[src/emb_pkg.sv]
// Constants and types shared by the external static memory bus master.
// Summary of operation
// - Data path is 8 or 16 bits, chosen at run time by configuration inputs.
// - Static asynchronous read and write cycles; page accesses only in non-multiplexed layout.
// - Four regions, each with its own chip select asserted for accesses inside it.
// - Programmable wait states per region, separately for reads and writes.
// - 16-bit mux: data and low address share ports 8/9; port 7 carries high address.
// - Multiplexed modes drive an address latch strobe of firmware-selected polarity.
// - 16-bit mux: separate low and high byte write strobes, one shared read strobe.
// - 8-bit mux: port 9 data phase drives zero on writes, ignored on reads.
// - 8-bit mux: port 7 carries the eight highest address bits unmultiplexed.
// - 8-bit mux: low byte write strobe writes data, read strobe reads.
// - 8-bit non-mux: data on port 8, 16-bit address on ports 7 and 9, no latch phase.
// - 8-bit non-mux: byte write strobe for writes, read strobe for reads.
// - With the bus disabled, ports 7, 8 and 9 follow the general purpose controls.
package emb_pkg;

  // ***************************************************************
  // Widths and field positions
  // ***************************************************************
  localparam int ADDR_W     = 24;
  localparam int DATA_W     = 16;
  localparam int WAIT_W     = 4;
  localparam int REGIONS    = 4;
  localparam int REGION_LSB = 22;
  localparam int REGION_MSB = 23;
  localparam int PAGE_LSB   = 3;
  localparam int PAGE_MSB   = 15;

  // ***************************************************************
  // Reset values
  // ***************************************************************
  localparam logic [WAIT_W-1:0] WAIT_RESET = 4'h0;
  localparam logic [15:0]       DATA_RESET = 16'h0000;

  // ***************************************************************
  // Bus layouts and cycle phases
  // ***************************************************************
  typedef enum logic [1:0] {
    MODE_MUX16  = 2'b00,
    MODE_MUX8   = 2'b01,
    MODE_DEMUX8 = 2'b10
  } emb_mode_e;

  typedef enum logic [2:0] {
    ST_IDLE    = 3'b000,
    ST_ADDR    = 3'b001,
    ST_HOLD    = 3'b010,
    ST_SETUP   = 3'b011,
    ST_STROBE  = 3'b100,
    ST_RECOVER = 3'b101
  } emb_state_e;

endpackage

[src/emb_pin_if.sv]
// Interface carrying the bus-side pin drive from the sequencer to the pin multiplexer.
`timescale 1ns/1ps
interface emb_pin_if;
  logic [7:0] p7;
  logic       p7_oe;
  logic [7:0] p8;
  logic       p8_oe;
  logic [7:0] p9;
  logic       p9_oe;

  modport seq (output p7, p7_oe, p8, p8_oe, p9, p9_oe);
  modport mux (input  p7, p7_oe, p8, p8_oe, p9, p9_oe);
endinterface

[src/emb_wait_timer.sv]
// Down counter that stretches the strobe phase by the programmed wait states.
`timescale 1ns/1ps
module emb_wait_timer #(
  parameter int W = emb_pkg::WAIT_W
) (
  input  wire logic         clk_i,
  input  wire logic         rst_i,
  input  wire logic         load_i,
  input  wire logic [W-1:0] count_i,
  output logic              done_o
);

  typedef struct packed {
    logic [W-1:0] cnt;
  } emb_tmr_s;

  emb_tmr_s st;
  emb_tmr_s next_st;

  always_comb begin
    next_st = st;
    if (load_i) begin
      next_st.cnt = count_i;
    end else if (st.cnt != '0) begin
      next_st.cnt = st.cnt - 1'b1;
    end
  end

  always_ff @(posedge clk_i or posedge rst_i) begin
    if (rst_i) begin
      st <= '0;
    end else begin
      st <= next_st;
    end
  end

  // The last strobe cycle is the one in which the count has run out.
  assign done_o = !load_i && (st.cnt == '0);

endmodule // emb_wait_timer

[src/emb_pin_mux.sv]
// Port 7, 8 and 9 ownership: bus drive while enabled, general purpose drive otherwise.
`timescale 1ns/1ps
module emb_pin_mux (
  input  wire logic       bus_en_i,
  emb_pin_if.mux          bus,
  input  wire logic [7:0] gp7_i,
  input  wire logic       gp7_oe_i,
  input  wire logic [7:0] gp8_i,
  input  wire logic       gp8_oe_i,
  input  wire logic [7:0] gp9_i,
  input  wire logic       gp9_oe_i,
  output logic      [7:0] p7_o,
  output logic            p7_oe_o,
  output logic      [7:0] p8_o,
  output logic            p8_oe_o,
  output logic      [7:0] p9_o,
  output logic            p9_oe_o
);

  always_comb begin
    if (bus_en_i) begin
      p7_o    = bus.p7;
      p7_oe_o = bus.p7_oe;
      p8_o    = bus.p8;
      p8_oe_o = bus.p8_oe;
      p9_o    = bus.p9;
      p9_oe_o = bus.p9_oe;
    end else begin
      p7_o    = gp7_i;
      p7_oe_o = gp7_oe_i;
      p8_o    = gp8_i;
      p8_oe_o = gp8_oe_i;
      p9_o    = gp9_i;
      p9_oe_o = gp9_oe_i;
    end
  end

endmodule // emb_pin_mux

[src/emb_core.sv]
// External static memory bus master: cycle sequencer, region decode and strobes.
`timescale 1ns/1ps
module emb_core #(
  parameter int WAIT_W  = emb_pkg::WAIT_W,
  parameter int REGIONS = emb_pkg::REGIONS
) (
  input  wire logic                      CLK_I,
  input  wire logic                      RST_I,
  // Configuration.
  input  wire logic                      BUS_EN_I,
  input  wire logic [1:0]                MODE_I,
  input  wire logic                      ALE_POL_I,
  input  wire logic                      PAGE_EN_I,
  input  wire logic [REGIONS*WAIT_W-1:0] RD_WAIT_I,
  input  wire logic [REGIONS*WAIT_W-1:0] WR_WAIT_I,
  // Request and answer.
  input  wire logic                      REQ_VALID_I,
  output logic                           REQ_READY_O,
  input  wire logic                      REQ_WRITE_I,
  input  wire logic [23:0]               REQ_ADDR_I,
  input  wire logic [15:0]               REQ_WDATA_I,
  input  wire logic [1:0]                REQ_BE_I,
  output logic                           RSP_VALID_O,
  output logic      [15:0]               RSP_RDATA_O,
  output logic                           BUSY_O,
  // General purpose drive of the shared ports.
  input  wire logic [7:0]                GP7_I,
  input  wire logic                      GP7_OE_I,
  input  wire logic [7:0]                GP8_I,
  input  wire logic                      GP8_OE_I,
  input  wire logic [7:0]                GP9_I,
  input  wire logic                      GP9_OE_I,
  // Pins.
  output logic      [7:0]                P7_O,
  output logic                           P7_OE_O,
  output logic      [7:0]                P8_O,
  output logic                           P8_OE_O,
  input  wire logic [7:0]                P8_I,
  output logic      [7:0]                P9_O,
  output logic                           P9_OE_O,
  input  wire logic [7:0]                P9_I,
  output logic      [REGIONS-1:0]        REGION_SELECT_N_O,
  output logic                           ADDRESS_LATCH_STROBE_O,
  output logic                           LOW_BYTE_WRITE_STROBE_N_O,
  output logic                           HIGH_BYTE_WRITE_STROBE_N_O,
  output logic                           READ_STROBE_N_O,
  output logic                           BYTE_WRITE_STROBE_N_O
);

  // ***************************************************************
  // Helpers
  // ***************************************************************
  function automatic logic [1:0] region_of(input logic [23:0] a);
    region_of = a[emb_pkg::REGION_MSB:emb_pkg::REGION_LSB];
  endfunction

  function automatic logic [WAIT_W-1:0] wait_of(input logic [REGIONS*WAIT_W-1:0] v,
                                                input logic [1:0]                r);
    wait_of = v[r*WAIT_W +: WAIT_W];
  endfunction

  function automatic logic [WAIT_W-1:0] wait_for(input logic                      wr,
                                                 input logic [REGIONS*WAIT_W-1:0] rd_v,
                                                 input logic [REGIONS*WAIT_W-1:0] wr_v,
                                                 input logic [23:0]               a);
    wait_for = wr ? wait_of(wr_v, region_of(a)) : wait_of(rd_v, region_of(a));
  endfunction

  function automatic emb_pkg::emb_mode_e mode_of(input logic [1:0] m);
    unique case (m)
      2'b00:   mode_of = emb_pkg::MODE_MUX16;
      2'b01:   mode_of = emb_pkg::MODE_MUX8;
      default: mode_of = emb_pkg::MODE_DEMUX8;
    endcase
  endfunction

  // ***************************************************************
  // State
  // ***************************************************************
  typedef struct packed {
    emb_pkg::emb_state_e st;
    emb_pkg::emb_mode_e  mode;
    logic                write;
    logic [23:0]         addr;
    logic [15:0]         wdata;
    logic [1:0]          be;
    logic                rsp_valid;
    logic [15:0]         rdata;
  } emb_core_s;

  emb_core_s cur;
  emb_core_s next_cur;

  logic              tmr_load;
  logic [WAIT_W-1:0] tmr_count;
  logic              tmr_done;
  logic              accept;
  logic              page_hit;
  logic              is_mux;

  emb_pin_if pins ();

  // A page access keeps the select asserted and goes straight back to the
  // strobe, so only a same-direction access inside the same page qualifies.
  assign page_hit = (cur.st == emb_pkg::ST_RECOVER) && PAGE_EN_I
                  && (cur.mode == emb_pkg::MODE_DEMUX8)
                  && (mode_of(MODE_I) == emb_pkg::MODE_DEMUX8)
                  && (REQ_WRITE_I == cur.write)
                  && (region_of(REQ_ADDR_I) == region_of(cur.addr))
                  && (REQ_ADDR_I[emb_pkg::PAGE_MSB:emb_pkg::PAGE_LSB]
                      == cur.addr[emb_pkg::PAGE_MSB:emb_pkg::PAGE_LSB]);

  assign REQ_READY_O = BUS_EN_I && ((cur.st == emb_pkg::ST_IDLE) || page_hit);
  assign accept      = REQ_VALID_I && REQ_READY_O;
  assign is_mux      = (cur.mode != emb_pkg::MODE_DEMUX8);

  // ***************************************************************
  // Sequencer
  // ***************************************************************
  // A multiplexed access runs address, hold, 1+W strobe cycles and recovery;
  // the non-multiplexed one trades the two latch cycles for one setup cycle.
  // Recovery always lifts the strobes, so back-to-back accesses never merge.
  always_comb begin
    next_cur           = cur;
    next_cur.rsp_valid = 1'b0;
    tmr_load           = 1'b0;
    tmr_count          = emb_pkg::WAIT_RESET;
    unique case (cur.st)
      emb_pkg::ST_IDLE, emb_pkg::ST_RECOVER: begin
        next_cur.st = emb_pkg::ST_IDLE;
        if (accept) begin
          next_cur.mode  = mode_of(MODE_I);
          next_cur.write = REQ_WRITE_I;
          next_cur.addr  = REQ_ADDR_I;
          next_cur.wdata = REQ_WDATA_I;
          next_cur.be    = REQ_BE_I;
          if (page_hit) begin
            next_cur.st = emb_pkg::ST_STROBE;
            tmr_load    = 1'b1;
            tmr_count   = wait_for(REQ_WRITE_I, RD_WAIT_I, WR_WAIT_I, REQ_ADDR_I);
          end else if (mode_of(MODE_I) == emb_pkg::MODE_DEMUX8) begin
            next_cur.st = emb_pkg::ST_SETUP;
          end else begin
            next_cur.st = emb_pkg::ST_ADDR;
          end
        end
      end
      emb_pkg::ST_ADDR: begin
        next_cur.st = emb_pkg::ST_HOLD;
      end
      emb_pkg::ST_HOLD, emb_pkg::ST_SETUP: begin
        next_cur.st = emb_pkg::ST_STROBE;
        tmr_load    = 1'b1;
        tmr_count   = wait_for(cur.write, RD_WAIT_I, WR_WAIT_I, cur.addr);
      end
      emb_pkg::ST_STROBE: begin
        if (tmr_done) begin
          next_cur.st        = emb_pkg::ST_RECOVER;
          next_cur.rsp_valid = 1'b1;
          if (!cur.write) begin
            // Port 9 carries no data in the 8-bit layouts and reads as zero.
            next_cur.rdata = (cur.mode == emb_pkg::MODE_MUX16) ? {P9_I, P8_I}
                                                               : {8'h00, P8_I};
          end
        end
      end
      default: begin
        next_cur.st = emb_pkg::ST_IDLE;
      end
    endcase
  end

  always_ff @(posedge CLK_I or posedge RST_I) begin
    if (RST_I) begin
      cur           <= '0;
      cur.st        <= emb_pkg::ST_IDLE;
      cur.mode      <= emb_pkg::MODE_MUX16;
      cur.rdata     <= emb_pkg::DATA_RESET;
    end else begin
      cur <= next_cur;
    end
  end

  emb_wait_timer #(
    .W (WAIT_W)
  ) u_timer (
    .clk_i   (CLK_I),
    .rst_i   (RST_I),
    .load_i  (tmr_load),
    .count_i (tmr_count),
    .done_o  (tmr_done)
  );

  // ***************************************************************
  // Bus drive
  // ***************************************************************
  logic addr_phase;
  logic data_phase;
  logic select_on;

  assign addr_phase = (cur.st == emb_pkg::ST_ADDR) || (cur.st == emb_pkg::ST_HOLD);
  assign data_phase = (cur.st == emb_pkg::ST_STROBE);
  // The select stays low through recovery only in page mode, so that a
  // following page hit needs no new setup phase.
  assign select_on  = (cur.st == emb_pkg::ST_ADDR) || (cur.st == emb_pkg::ST_HOLD)
                   || (cur.st == emb_pkg::ST_SETUP) || data_phase
                   || ((cur.st == emb_pkg::ST_RECOVER) && PAGE_EN_I && !is_mux);

  always_comb begin
    pins.p7    = 8'h00;
    pins.p7_oe = 1'b0;
    pins.p8    = 8'h00;
    pins.p8_oe = 1'b0;
    pins.p9    = 8'h00;
    pins.p9_oe = 1'b0;
    if (cur.st != emb_pkg::ST_IDLE) begin
      pins.p7_oe = 1'b1;
      if (is_mux) begin
        pins.p7 = cur.addr[23:16];
        if (addr_phase) begin
          pins.p8    = cur.addr[7:0];
          pins.p9    = cur.addr[15:8];
          pins.p8_oe = 1'b1;
          pins.p9_oe = 1'b1;
        end else if (data_phase && cur.write) begin
          pins.p8    = cur.wdata[7:0];
          pins.p9    = (cur.mode == emb_pkg::MODE_MUX16) ? cur.wdata[15:8] : 8'h00;
          pins.p8_oe = 1'b1;
          pins.p9_oe = 1'b1;
        end
      end else begin
        pins.p7    = cur.addr[15:8];
        pins.p9    = cur.addr[7:0];
        pins.p9_oe = 1'b1;
        pins.p8    = cur.wdata[7:0];
        pins.p8_oe = cur.write && (data_phase || (cur.st == emb_pkg::ST_SETUP));
      end
    end
  end

  emb_pin_mux u_pins (
    .bus_en_i (BUS_EN_I),
    .bus      (pins.mux),
    .gp7_i    (GP7_I),
    .gp7_oe_i (GP7_OE_I),
    .gp8_i    (GP8_I),
    .gp8_oe_i (GP8_OE_I),
    .gp9_i    (GP9_I),
    .gp9_oe_i (GP9_OE_I),
    .p7_o     (P7_O),
    .p7_oe_o  (P7_OE_O),
    .p8_o     (P8_O),
    .p8_oe_o  (P8_OE_O),
    .p9_o     (P9_O),
    .p9_oe_o  (P9_OE_O)
  );

  // ***************************************************************
  // Selects and strobes
  // ***************************************************************
  always_comb begin
    REGION_SELECT_N_O = '1;
    if (select_on) begin
      REGION_SELECT_N_O[region_of(cur.addr)] = 1'b0;
    end
  end

  // Latch strobe is active only in the first address cycle of a multiplexed
  // cycle; the hold cycle keeps the address stable past its trailing edge.
  assign ADDRESS_LATCH_STROBE_O = ((cur.st == emb_pkg::ST_ADDR) && is_mux) ? ALE_POL_I
                                                                           : !ALE_POL_I;

  assign READ_STROBE_N_O = !(data_phase && !cur.write);

  assign LOW_BYTE_WRITE_STROBE_N_O  = !(data_phase && cur.write && is_mux
                                        && ((cur.mode == emb_pkg::MODE_MUX8) || cur.be[0]));
  assign HIGH_BYTE_WRITE_STROBE_N_O = !(data_phase && cur.write
                                        && (cur.mode == emb_pkg::MODE_MUX16) && cur.be[1]);
  assign BYTE_WRITE_STROBE_N_O      = !(data_phase && cur.write && !is_mux);

  // ***************************************************************
  // Answer
  // ***************************************************************
  assign RSP_VALID_O = cur.rsp_valid;
  assign RSP_RDATA_O = cur.rdata;
  assign BUSY_O      = (cur.st != emb_pkg::ST_IDLE);

endmodule // emb_core

[config.mk]
export PLATFORM = sky130hd
export DESIGN_NAME = emb_core
export DESIGN_NICKNAME = d
export VERILOG_FILES = /design/src/emb_pkg.sv /design/src/emb_pin_if.sv /design/src/emb_wait_timer.sv /design/src/emb_pin_mux.sv /design/src/emb_core.sv
export SDC_FILE = /design/constraint.sdc
export NUM_CORES = 1
export LEC_CHECK = 0
export ABC_AREA = 1
export BUFFER_PORTS_ARGS = -buffer_cell sky130_fd_sc_hd__buf_2
export CAP_MARGIN = 20
export CORE_MARGIN = 2
export CORE_UTILIZATION = 35
export CTS_BUF_LIST = sky130_fd_sc_hd__clkbuf_2 sky130_fd_sc_hd__clkbuf_4 sky130_fd_sc_hd__clkbuf_8
export DETAILED_ROUTE_END_ITERATION = 10
export GPL_TIMING_DRIVEN = 0
export PLACE_DENSITY = 0.61
export SETUP_SLACK_MARGIN = 0.15
export SYNTH_ARGS = -nofsm -noshare
export SYNTH_HDL_FRONTEND = slang
export SYNTH_SLANG_ARGS = --single-unit
[constraint.sdc]
create_clock -name CLK_I -period 2.3 [get_ports CLK_I]
set_input_delay 0.46 -clock CLK_I [delete_from_list [all_inputs] [get_ports CLK_I]]
set_output_delay 0.46 -clock CLK_I [all_outputs]
set_load 0.01 [all_outputs]
==> key figures, run 1 <==
Worst setup path
  • RR Endpoint: cur[52]$_DFFE_PP0P_
  • Critical path type: reg -> out
  • Critical path's largest stage delay: about 0.36 ns
  • CP required: roughly 1.8 ns
  • Critical path launch point type: register
  • CP Capture Type: primary output
  • R2R cell count: 14
  • Arrival time at the worst endpoint: 2.01 ns
  • CP dominant cell by count: inv_2
  • Critical path peak fanout: 7
  • Crit-path cells: inv_2, nand2_4, nor2_1, nor2_2, inv_2, nor2_4, inv_4, o31ai_4, buf_2
  • R2r startpoint: cur[63]$_DFFE_PP0P_
  • Reg-to-reg setup timing slack: about 0.20 ns
  • Slowest CP cell: dfrtp_1

Die
  • Num ports: about 180
  • Core Area: around 13000 um2
  • Row Count: 41
  • DIE WIDTH: 117 um
  • Initial core utilization: 0.355
  • Die Y: roughly 120 um
  • Die area: approximately 14000 um2

Global routing
  • Met2 GRT Util: 0.374
  • Initial antenna violation count: 0
  • Met1 Resource Use GR: 0.315
  • Grt ovf: 0
  • First-pass GRT wire length: 24200 um
  • Largest net degree at the start of global routing: 27
  • Vias in the first global route: 4694
  • GRT Util Overall: 0.231
  • Met3 usage: 0.0441
  • Grt peak-use layer: met2

Yosys
  • Mapped Cells: around 650
  • Most used DFF post-synth: dfrtp_1
  • Seq/Total Area, Yosys: 0.389
  • Syn avg cell area: around 6.8 um2
  • Synthesized cell area: around 4400 um2
  • Syn_nets: ~780
  • Synth area leaders: dfrtp_1, nand2_1, o21ai_0, inv_1, nor2_1
  • Synth cell types: 37
  • Share of the synthesized area in the top cell type: 0.389
  • Yosys reg bits: between 60 and 70
  • Leading area contributor after synthesis: dfrtp_1
  • Synth warn: 0
  • Post-synth ARST share: 1.00
  • EDFF count, synth: 0

Clock tree
  • CTS Buffer Depth: 2
  • Clk slew on worst S/H paths: ~0.070 ns
  • Clk sinks: between 60 and 70
  • H-tree depth: 3
  • CTS buffer count: 9
  • Clk_lat worst skew: roughly 0.36 ns
  • CTS hold repair buffers: 0
  • CTS Root Cell: clkbuf_8
  • TritonCTS clock tree: done

Run
  • Max Cap Viol: 0

Route
  • Via density: 4.80
  • Routed Antenna Nets: 0
  • Drt total wl: approximately 16000 um
  • Routed WL per cell: between 10 and 15 um
  • Initial drt markers: ~290
  • Drt first pass iters: 5
  • DRC: 0
  • Via count: ~5100

Finish
  • Layout cells sized above 1: 0.378
  • Commonest non-fill, non-tap cells in the layout: nand2_1, buf_2, dfrtp_1
  • # diodes: 0
  • Cell Count, Final, Fillers Out: about 1100
  • FILL cells: 1285
  • Post-layout util: 0.526
  • Most common cell after layout, fill and taps aside: nand2_1
  • Final Cell Area: 6590 um2
  • Layout Nets: slightly above 1000
  • Synth-to-layout area growth: 48.5%

STA
  • Slew margin rel.: 0.670
  • Skew final: 0.0124 ns
  • Fin. Hold Viols: 0
  • Worst Tran Pin Value: 0.494 ns
  • Hold slack: about 0.13 ns
  • Final setup viols: 26
  • Setup TNS: -2.27 ns
  • Tmin final: about 2.5 ns
  • Crit share post-route: 1.07
  • Unrepaired setup endpoints after global routing: true
  • Peak Freq: a little over 0.4 GHz
  • Final worst slack: -0.171 ns
  • Slew Limit Fails: 0

Place
  • Routability cong.: between 0.8 and 0.9
  • Number of port buffers: ~180
  • Post-DP Area: 5600 um2
  • Detail Placement HPWL: 11700 um
  • Placed cells: between 1000 and 1500

Power and ir drop
  • PwrDens: 1170 nW/um2
  • VDD IR-drop max: between 400 and 500 uV
  • Leak pwr: 3.51 nW

Status
  • Failing checks: setup timing
  • Status: finished, violations left

Min path
  • Worst Hold Class: in -> async
worst max-delay path, delay by kind of cell (launching register included):
kind	cells	cell delay (ns)
AND/OR/NAND/NOR	4	0.56
buffers and inverters	4	0.46
flip-flops	1	0.36
AO/OA/AOI/OAI	1	0.27
sequential cells by signal (all words and copies together) (netlist names):
register,count
u_timer.st,4
cur,48
RSP_RDATA_O,16
RSP_VALID_O,1
cells in the mapped netlist, types with 4 or more instances:
| cell | count |
|---|---|
| nand2_1 | 225 |
| buf_4 | 20 |
| mux2i_1 | 5 |
| a221oi_1 | 6 |
| dfrtp_1 | 69 |
| o21ai_1 | 21 |
| clkbuf_1 | 10 |
| nand3_1 | 14 |
| buf_2 | 7 |
| nor2_1 | 48 |
| inv_1 | 68 |
| o21ai_0 | 87 |
| o22ai_1 | 5 |
| a21oi_1 | 16 |
| inv_2 | 7 |
| o211ai_1 | 4 |
report_power, final:
group | internal, W | total [W] | leakage (nW) | switching [W]
sequential | 0.00175 | 0.00214 | 0.873 | 0.000397
combinational | 0.00191 | 0.00438 | 2.52 | 0.00247
clock | 0.000672 | 0.00116 | 0.120 | 0.000491
total | 0.00433 | 0.00769 | 3.51 | 0.00336
per-stage QoR:
| stage | worst slack (ns) | power, W |
|---|---|---|
| 6_report | -0.171 | 0.00769 |
| 5_1_grt | -0.235 | 0.00829 |
| 4_1_cts | -0.145 | 0.00714 |
| 3_5_place_dp | -0.423 | 0.00540 |
| 3_3_place_gp | -0.395 | 0.00536 |
| 2_1_floorplan | 0.181 | 0.00425 |
logic make-up (layout without fill, tap and decap cells):
family / Yosys count / after routing / share of synthesized area
adders and majority gates: 2 / 2 / 0.00564
muxes: 5 / 5 / 0.0113
and+or+nand+nor: 302 / 302 / 0.273
DFF: 69 / 69 / 0.389
xor gates and xnor gates: 5 / 5 / 0.00987
buffers and inverters: 117 / 354 / 0.121
AOI/OAI and AO/OA: 153 / 153 / 0.190
worst max-delay path by stage:
| stage | from | end | slack [ns] | cells after the start |
|---|---|---|---|---|
| 5_1_grt | cur[63]$_DFFE_PP0P_ | P8_O[3] | -0.24 | 10 |
| 3_5_place_dp | cur[64]$_DFFE_PP0P_ | P8_O[6] | -0.42 | 9 |
| 4_1_cts | cur[63]$_DFFE_PP0P_ | P8_O[4] | -0.15 | 10 |
| 6_report | cur[63]$_DFFE_PP0P_ | P8_O[6] | -0.17 | 9 |
| 2_1_floorplan | cur[64]$_DFFE_PP0P_ | P8_O[0] | 0.18 | 8 |
| 3_3_place_gp | cur[64]$_DFFE_PP0P_ | P8_O[6] | -0.39 | 9 |
metal layers:
layer  part of all wire  vias to the layer above
met3              0.066                       22
met1               0.46                     2322
met2               0.46                      194
li1                   -                     2559
met5                  0                        -
met4              0.017                        0
cell type report:
type / count / area (um2) / area share
multi-input combinational: 467 / 2440 / 0.370
sequential: 69 / 1730 / 0.262
timing repair buffer: 220 / 1340 / 0.203
buffer: 41 / 329 / 0.0499
inverter: 76 / 302 / 0.0458
tap: 172 / 215 / 0.0327
clock buffer: 11 / 151 / 0.0230
clock inverter: 5 / 82.6 / 0.0125
timing repair inverter: 1 / 7.51 / 0.00114
what timing repair did:
action                     in CTS  in global routing
cloned                          2                  4
setup buffers                  22                 12
setup endpoints to repair      36                 67
gates resized for setup        64                 79
pin swaps                      14                 25
Note: power is estimated with default switching activity, not from simulation.
==> run 2: changes to the inputs <==
SETUP_SLACK_MARGIN = 0.4   (was 0.15)
==> key figures, run 2 (synthesis gave the netlist of run 1 again) <==
Global routing
  • Largest net degree at the start of global routing: 30 (+11%)
  • First-pass GRT wire length: 25700 um (+6.3%)
  • Initial antenna violation count: 2 (+2)
  • Grt ovf: 0 (unchanged)
  • Vias in the first global route: 5155 (+9.8%)
  • GRT Util Overall: 0.244 (+0.0125)

Worst setup path
  • Crit-path cells: buf_4, nand3_2, nand2_2, buf_6, nor3_2, nor2_1, inv_2, buf_6, o21ai_2, buf_2
  • Critical path type: reg -> out
  • Slowest CP cell: dfrtp_1
  • Critical path's largest stage delay: 0.39 ns (+0.03 ns)
  • CP Capture Type: primary output
  • Critical path peak fanout: 8 (+1)
  • CP required: 1.84 ns (about the same)
  • Critical path launch point type: register
  • CP dominant cell by count: buf_6
  • Arrival time at the worst endpoint: 1.96 ns (-0.05 ns)

Clock tree
  • CTS Root Cell: clkbuf_8
  • Clk_lat worst skew: 0.36 ns (about the same)
  • Clk slew on worst S/H paths: 0.07 ns (about the same)
  • TritonCTS clock tree: done
  • CTS buffer count: 9 (unchanged)
  • Clk sinks: 69 (unchanged)
  • CTS Buffer Depth: 2 (unchanged)
  • H-tree depth: 3 (unchanged)

Die
  • Die area: 13600 um2 (unchanged)
  • Row Count: 41 (unchanged)
  • Core Area: 12500 um2 (unchanged)
  • DIE WIDTH: 117 um (unchanged)
  • Initial core utilization: 0.355 (unchanged)
  • Num ports: 181 (unchanged)
  • Die Y: 117 um (unchanged)

Finish
  • Register with the highest flop count: cur
  • Commonest non-fill, non-tap cells in the layout: nand2_1, buf_2, dfrtp_1
  • Cell Count, Final, Fillers Out: 1094 (+3.0%)
  • Final Cell Area: 7370 um2 (+12%)
  • Post-layout util: 0.589 (+0.0625)
  • FILL cells: 1211 (-5.8%)
  • Layout Nets: 1044 (+3.1%)
  • Most common cell after layout, fill and taps aside: nand2_1
  • Layout cells sized above 1: 0.482 (+0.105)
  • Max FFs per register: 48 (unchanged)
  • Synth-to-layout area growth: 66.1%

STA
  • Final worst slack: -0.119 ns (+0.0519 ns)
  • Slew Limit Fails: 0 (unchanged)
  • Fin. Hold Viols: 0 (unchanged)
  • Final setup viols: 55 (+110%)
  • Unrepaired setup endpoints after global routing: true
  • Crit share post-route: 1.05 (-0.0226)
  • Tmin final: 2.42 ns (-0.0519 ns)
  • Skew final: 0.00975 ns (-0.00269 ns)
  • Worst Tran Pin Value: 0.595 ns (+0.101 ns)
  • Peak Freq: 0.413 GHz (+2.1%)
  • Hold slack: 0.109 ns (-0.0203 ns)
  • Slew margin rel.: 0.603 (-0.0666)

Min path
  • Worst Hold Class: in -> async

Power and ir drop
  • Leak pwr: 3.83 nW (+9.1%)
  • PwrDens: 1180 nW/um2 (+0.89%)
  • Overall power: 0.00868 W (+13%)
  • VDD IR-drop max: 497 uV (+14%)

Route
  • Initial drt markers: 327 (+11%)
  • Via count: 5365 (+5.3%)
  • DRC: 0 (unchanged)
  • Via density: 4.90 (+2.2%)
  • Routed Antenna Nets: 0 (unchanged)
  • Drt total wl: 17300 um (+9.5%)
  • Routed WL per cell: 15.8 um (+6.3%)
  • Drt first pass iters: 5 (unchanged)

Status
  • Failing checks: setup timing
  • Status: finished, violations left

Place
  • Routability cong.: 0.871 (-3.0%)
  • Placed cells: 1006 (unchanged)
  • Post-DP Area: 5620 um2 (+0.34%)
  • Number of port buffers: 179 (unchanged)
  • Detail Placement HPWL: 11800 um (+1.2%)

Run
  • Max Cap Viol: 0 (unchanged)
[run 2: cell types whose count changed in the layout (fill, tap and decap cells not counted), sizes merged]
cell	delta
clkbuf	-1
nand2	+1
buf	+31
diode	+1
[run 2: worst paths after layout]
kind	from	endpoint	slack [ns]	cells after the start
hold / removal	RST_I	RSP_RDATA_O[2]$_DFFE_PP0P_	0.11	2
setup reg to reg	cur[60]$_DFFE_PP0P_	cur[51]$_DFFE_PP0P_	-0.03	15
min in group CLK_I	REQ_WDATA_I[1]	cur[20]$_DFFE_PP0P_	0.29	3
max in group asynchronous	RST_I	cur[29]$_DFFE_PP0P_	1.50	4
setup / recovery	cur[62]$_DFFE_PP0P_	P8_O[5]	-0.12	10
hold reg to reg	cur[22]$_DFFE_PP0P_	cur[22]$_DFFE_PP0P_	0.47	2
[run 2: stage by stage]
stage               setup TNS (ns)  setup slack [ns]
floorplan                        0             0.413
global placement             -5.25            -0.315
detailed placement           -5.05            -0.321
CTS                          -1.13            -0.102
global route                 -9.77            -0.253
finish                       -1.99            -0.119
[run 2: layout make-up]
type | instances | area [um2] | share of cell area
timing repair buffer | 251 | 1730 | 0.234
sequential | 69 | 1730 | 0.235
antenna | 1 | 2.50 | 0.000339
tap | 172 | 215 | 0.0292
multi-input combinational | 468 | 2770 | 0.375
clock buffer | 10 | 138 | 0.0187
buffer | 41 | 400 | 0.0543
clock inverter | 6 | 86.3 | 0.0117
inverter | 76 | 307 | 0.0416
[run 2: worst max-delay path: cells and delay by family, from the launching register on]
family	cells	cell delay [ns]
simple gates	4	0.39
compound gates	1	0.04
buf+inv	5	0.77
flops	1	0.39
[run 2: power breakdown]
part | total [W] | leakage, nW | switching, W | internal [W]
Sequential | 0.00223 | 0.871 | 0.000478 | 0.00175
Clock | 0.00114 | 0.112 | 0.000503 | 0.000638
Combinational | 0.00531 | 2.84 | 0.00284 | 0.00247
[run 2: routing by layer]
metal  track usage  wire length [um]
met1         0.325              7600
met3        0.0441              1090
met5             0                 0
met4        0.0816               304
met2         0.402              8290
[run 2: timing repair]
action                                  CTS  global route
pin swaps                                20            38
hold endpoints to repair                  0             0
buffers inserted                         42            14
endpoints found under the setup margin  100           106
hold buffers                              0             0
gates resized for setup                 127           153
cloned                                    7             8
==> run 3: changes to the inputs <==
CORE_ASPECT_RATIO = 0.9   (was unset)
==> key figures, run 3 (synthesis gave the netlist of run 1 again) <==
Finish
  • Synth-to-layout area growth: 65.9%
  • FILL cells: 1130 (-6.7%)
  • Layout Nets: 1049 (+0.48%)
  • Most common cell after layout, fill and taps aside: buf_2
  • Post-layout util: 0.587 (-0.00191)
  • Max FFs per register: 48 (unchanged)
  • Layout cells sized above 1: 0.502 (+0.0201)
  • Multi-input gate area: 2820 um2 (+2.0%)
  • Commonest non-fill, non-tap cells in the layout: buf_2, nand2_1, dfrtp_1
  • Sequential cell area: 1730 um2 (about the same)
  • Register with the highest flop count: cur

Global routing
  • GRT Util Overall: 0.243 (-0.000327)
  • Largest net degree at the start of global routing: 31 (+3.3%)
  • First-pass GRT wire length: 25700 um (-0.11%)
  • Grt ovf: 0 (unchanged)
  • Initial antenna violation count: 2 (unchanged)
  • Vias in the first global route: 4941 (-4.2%)

Worst setup path
  • R2r startpoint: cur[40]$_DFFE_PP0P_
  • Reg-to-reg setup timing slack: 0.10 ns (+0.13 ns)
  • RR Endpoint: cur[57]$_DFFE_PP0P_
  • R2R cell count: 14 (-1)
  • Critical path type: reg -> out
  • CP required: 1.84 ns (about the same)
  • Critical path launch point type: register
  • Arrival time at the worst endpoint: 2.07 ns (+0.11 ns)
  • CP Capture Type: primary output
  • Critical path peak fanout: 4 (-4)

STA
  • Worst Tran Pin Value: 0.573 ns (-0.0218 ns)
  • Slew margin rel.: 0.618 (+0.0145)
  • Skew final: 0.0116 ns (+0.00181 ns)
  • Fin. Hold Viols: 0 (unchanged)
  • Tmin final: 2.53 ns (+0.109 ns)
  • Peak Freq: 0.396 GHz (-4.3%)
  • Slew Limit Fails: 0 (unchanged)
  • Crit share post-route: 1.10 (+0.0472)
  • Final setup viols: 24 (-56%)
  • Final worst slack: -0.228 ns (-0.109 ns)
  • Unrepaired setup endpoints after global routing: true
  • Hold slack: 0.0963 ns (-0.0129 ns)

Clock tree
  • Clk_lat worst skew: 0.36 ns (about the same)
  • CTS buffer count: 9 (unchanged)
  • TritonCTS clock tree: done
  • H-tree depth: 3 (unchanged)
  • Clk sinks: 69 (unchanged)
  • CTS Root Cell: clkbuf_8
  • CTS Buffer Depth: 2 (unchanged)
  • Clk slew on worst S/H paths: 0.08 ns (about the same)

Power and ir drop
  • Leak pwr: 3.87 nW (+1.1%)
  • Overall power: 0.00856 W (-1.4%)
  • VDD IR-drop max: 561 uV (+13%)
  • PwrDens: 1160 nW/um2 (-1.3%)

Route
  • Drt total wl: 17800 um (+2.8%)
  • Routed Antenna Nets: 0 (unchanged)
  • Initial drt markers: 531 (+62%)
  • Via count: 5487 (+2.3%)
  • Drt first pass iters: 5 (unchanged)
  • Via density: 5.03 (+2.6%)
  • Routed WL per cell: 16.3 um (+3.1%)
  • DRC: 0 (unchanged)

Die
  • Core Area: 12500 um2 (+0.19%)
  • Die Y: 111 um (-5.0%)
  • Row Count: 39 (-4.9%)
  • Die area: 13600 um2 (about the same)
  • Initial core utilization: 0.354 (-0.000672)
  • DIE WIDTH: 123 um (+5.2%)
  • Num ports: 181 (unchanged)

Status
  • Status: finished, violations left
  • Failing checks: setup timing

Run
  • Max Cap Viol: 0 (unchanged)

Min path
  • Worst Hold Class: in -> async

Place
  • Detail Placement HPWL: 11800 um (-0.30%)
  • Routability cong.: 0.945 (+8.5%)
  • Number of port buffers: 179 (unchanged)
-- run 3: changes by cell type in the layout (fill, tap and decap cells not counted), sizes merged --
| cell | delta |
|---|---|
| buf | +2 |
| clkinvlp | +1 |
| clkbuf | +4 |
| bufinv | -2 |
-- run 3: cell type report --
| cell class | instances | area share |
|---|---|---|
| Inverter | 76 | 0.0423 |
| Sequential cell | 69 | 0.235 |
| Multi-Input combinational cell | 468 | 0.383 |
| Tap cell | 164 | 0.0279 |
| Clock inverter | 4 | 0.00306 |
| Clock buffer | 12 | 0.0216 |
| Antenna cell | 1 | 0.000340 |
| Buffer | 41 | 0.0520 |
| Timing Repair inverter | 1 | 0.00102 |
| Timing Repair Buffer | 255 | 0.233 |
-- run 3: how the worst max path moves through the flow --
| stage | cells past startpoint | end | start | slack, ns |
|---|---|---|---|---|
| 2_1_floorplan | 9 | P9_O[0] | cur[64]$_DFFE_PP0P_ | 0.41 |
| 3_3_place_gp | 7 | P7_O[0] | BUS_EN_I | -0.37 |
| 3_5_place_dp | 7 | P7_O[0] | BUS_EN_I | -0.37 |
| 4_1_cts | 11 | P8_O[7] | cur[63]$_DFFE_PP0P_ | -0.16 |
| 5_1_grt | 11 | REQ_READY_O | cur[38]$_DFFE_PP0P_ | -0.38 |
| 6_report | 10 | REQ_READY_O | cur[40]$_DFFE_PP0P_ | -0.23 |
-- run 3: repair_timing --
action,CTS,global route
pin swaps,25,42
hold buffers,0,0
gates resized for setup,96,197
cloned,3,10
buffers inserted,42,21
setup endpoints to repair,100,105
-- run 3: per-layer routing --
| layer | global-route usage | share of wire | up-vias |
|---|---|---|---|
| met3 | 0.0592 | 0.079 | 32 |
| met2 | 0.365 | 0.47 | 250 |
| met4 | 0.0828 | 0.025 | 2 |
| met5 | 0 | 0.00062 | - |
| li1 | - | - | 2639 |
| met1 | 0.341 | 0.42 | 2564 |
-- run 3: critical path: stages, from the launching register on --
cell and delay [ns]:
dfrtp_1 0.41, inv_1 0.15, o21ai_1 0.12, nor2_1 0.10, nand2_1 0.10, nor2_1 0.21, nand3_2 0.14, nand2_2 0.11
inv_4 0.05, nor2_4 0.18, buf_6 0.15
-- run 3: power by group --
group | internal, W | switching [W]
Clock | 0.000457 | 0.000487
Combinational | 0.00248 | 0.00289
Sequential | 0.00175 | 0.000492
Total | 0.00469 | 0.00387
-- run 3: through the flow --
step / instance area [um2] / setup TNS [ns] / std cells / worst slack, ns
2_1_floorplan: 4470 / 0 / 653 / 0.413
3_3_place_gp: 5570 / -6.06 / 996 / -0.366
3_5_place_dp: 5610 / -6.27 / 998 / -0.375
4_1_cts: 6460 / -1.78 / 1059 / -0.164
5_1_grt: 7360 / -5.52 / 1090 / -0.375
6_report: 7360 / -2.27 / 1091 / -0.228
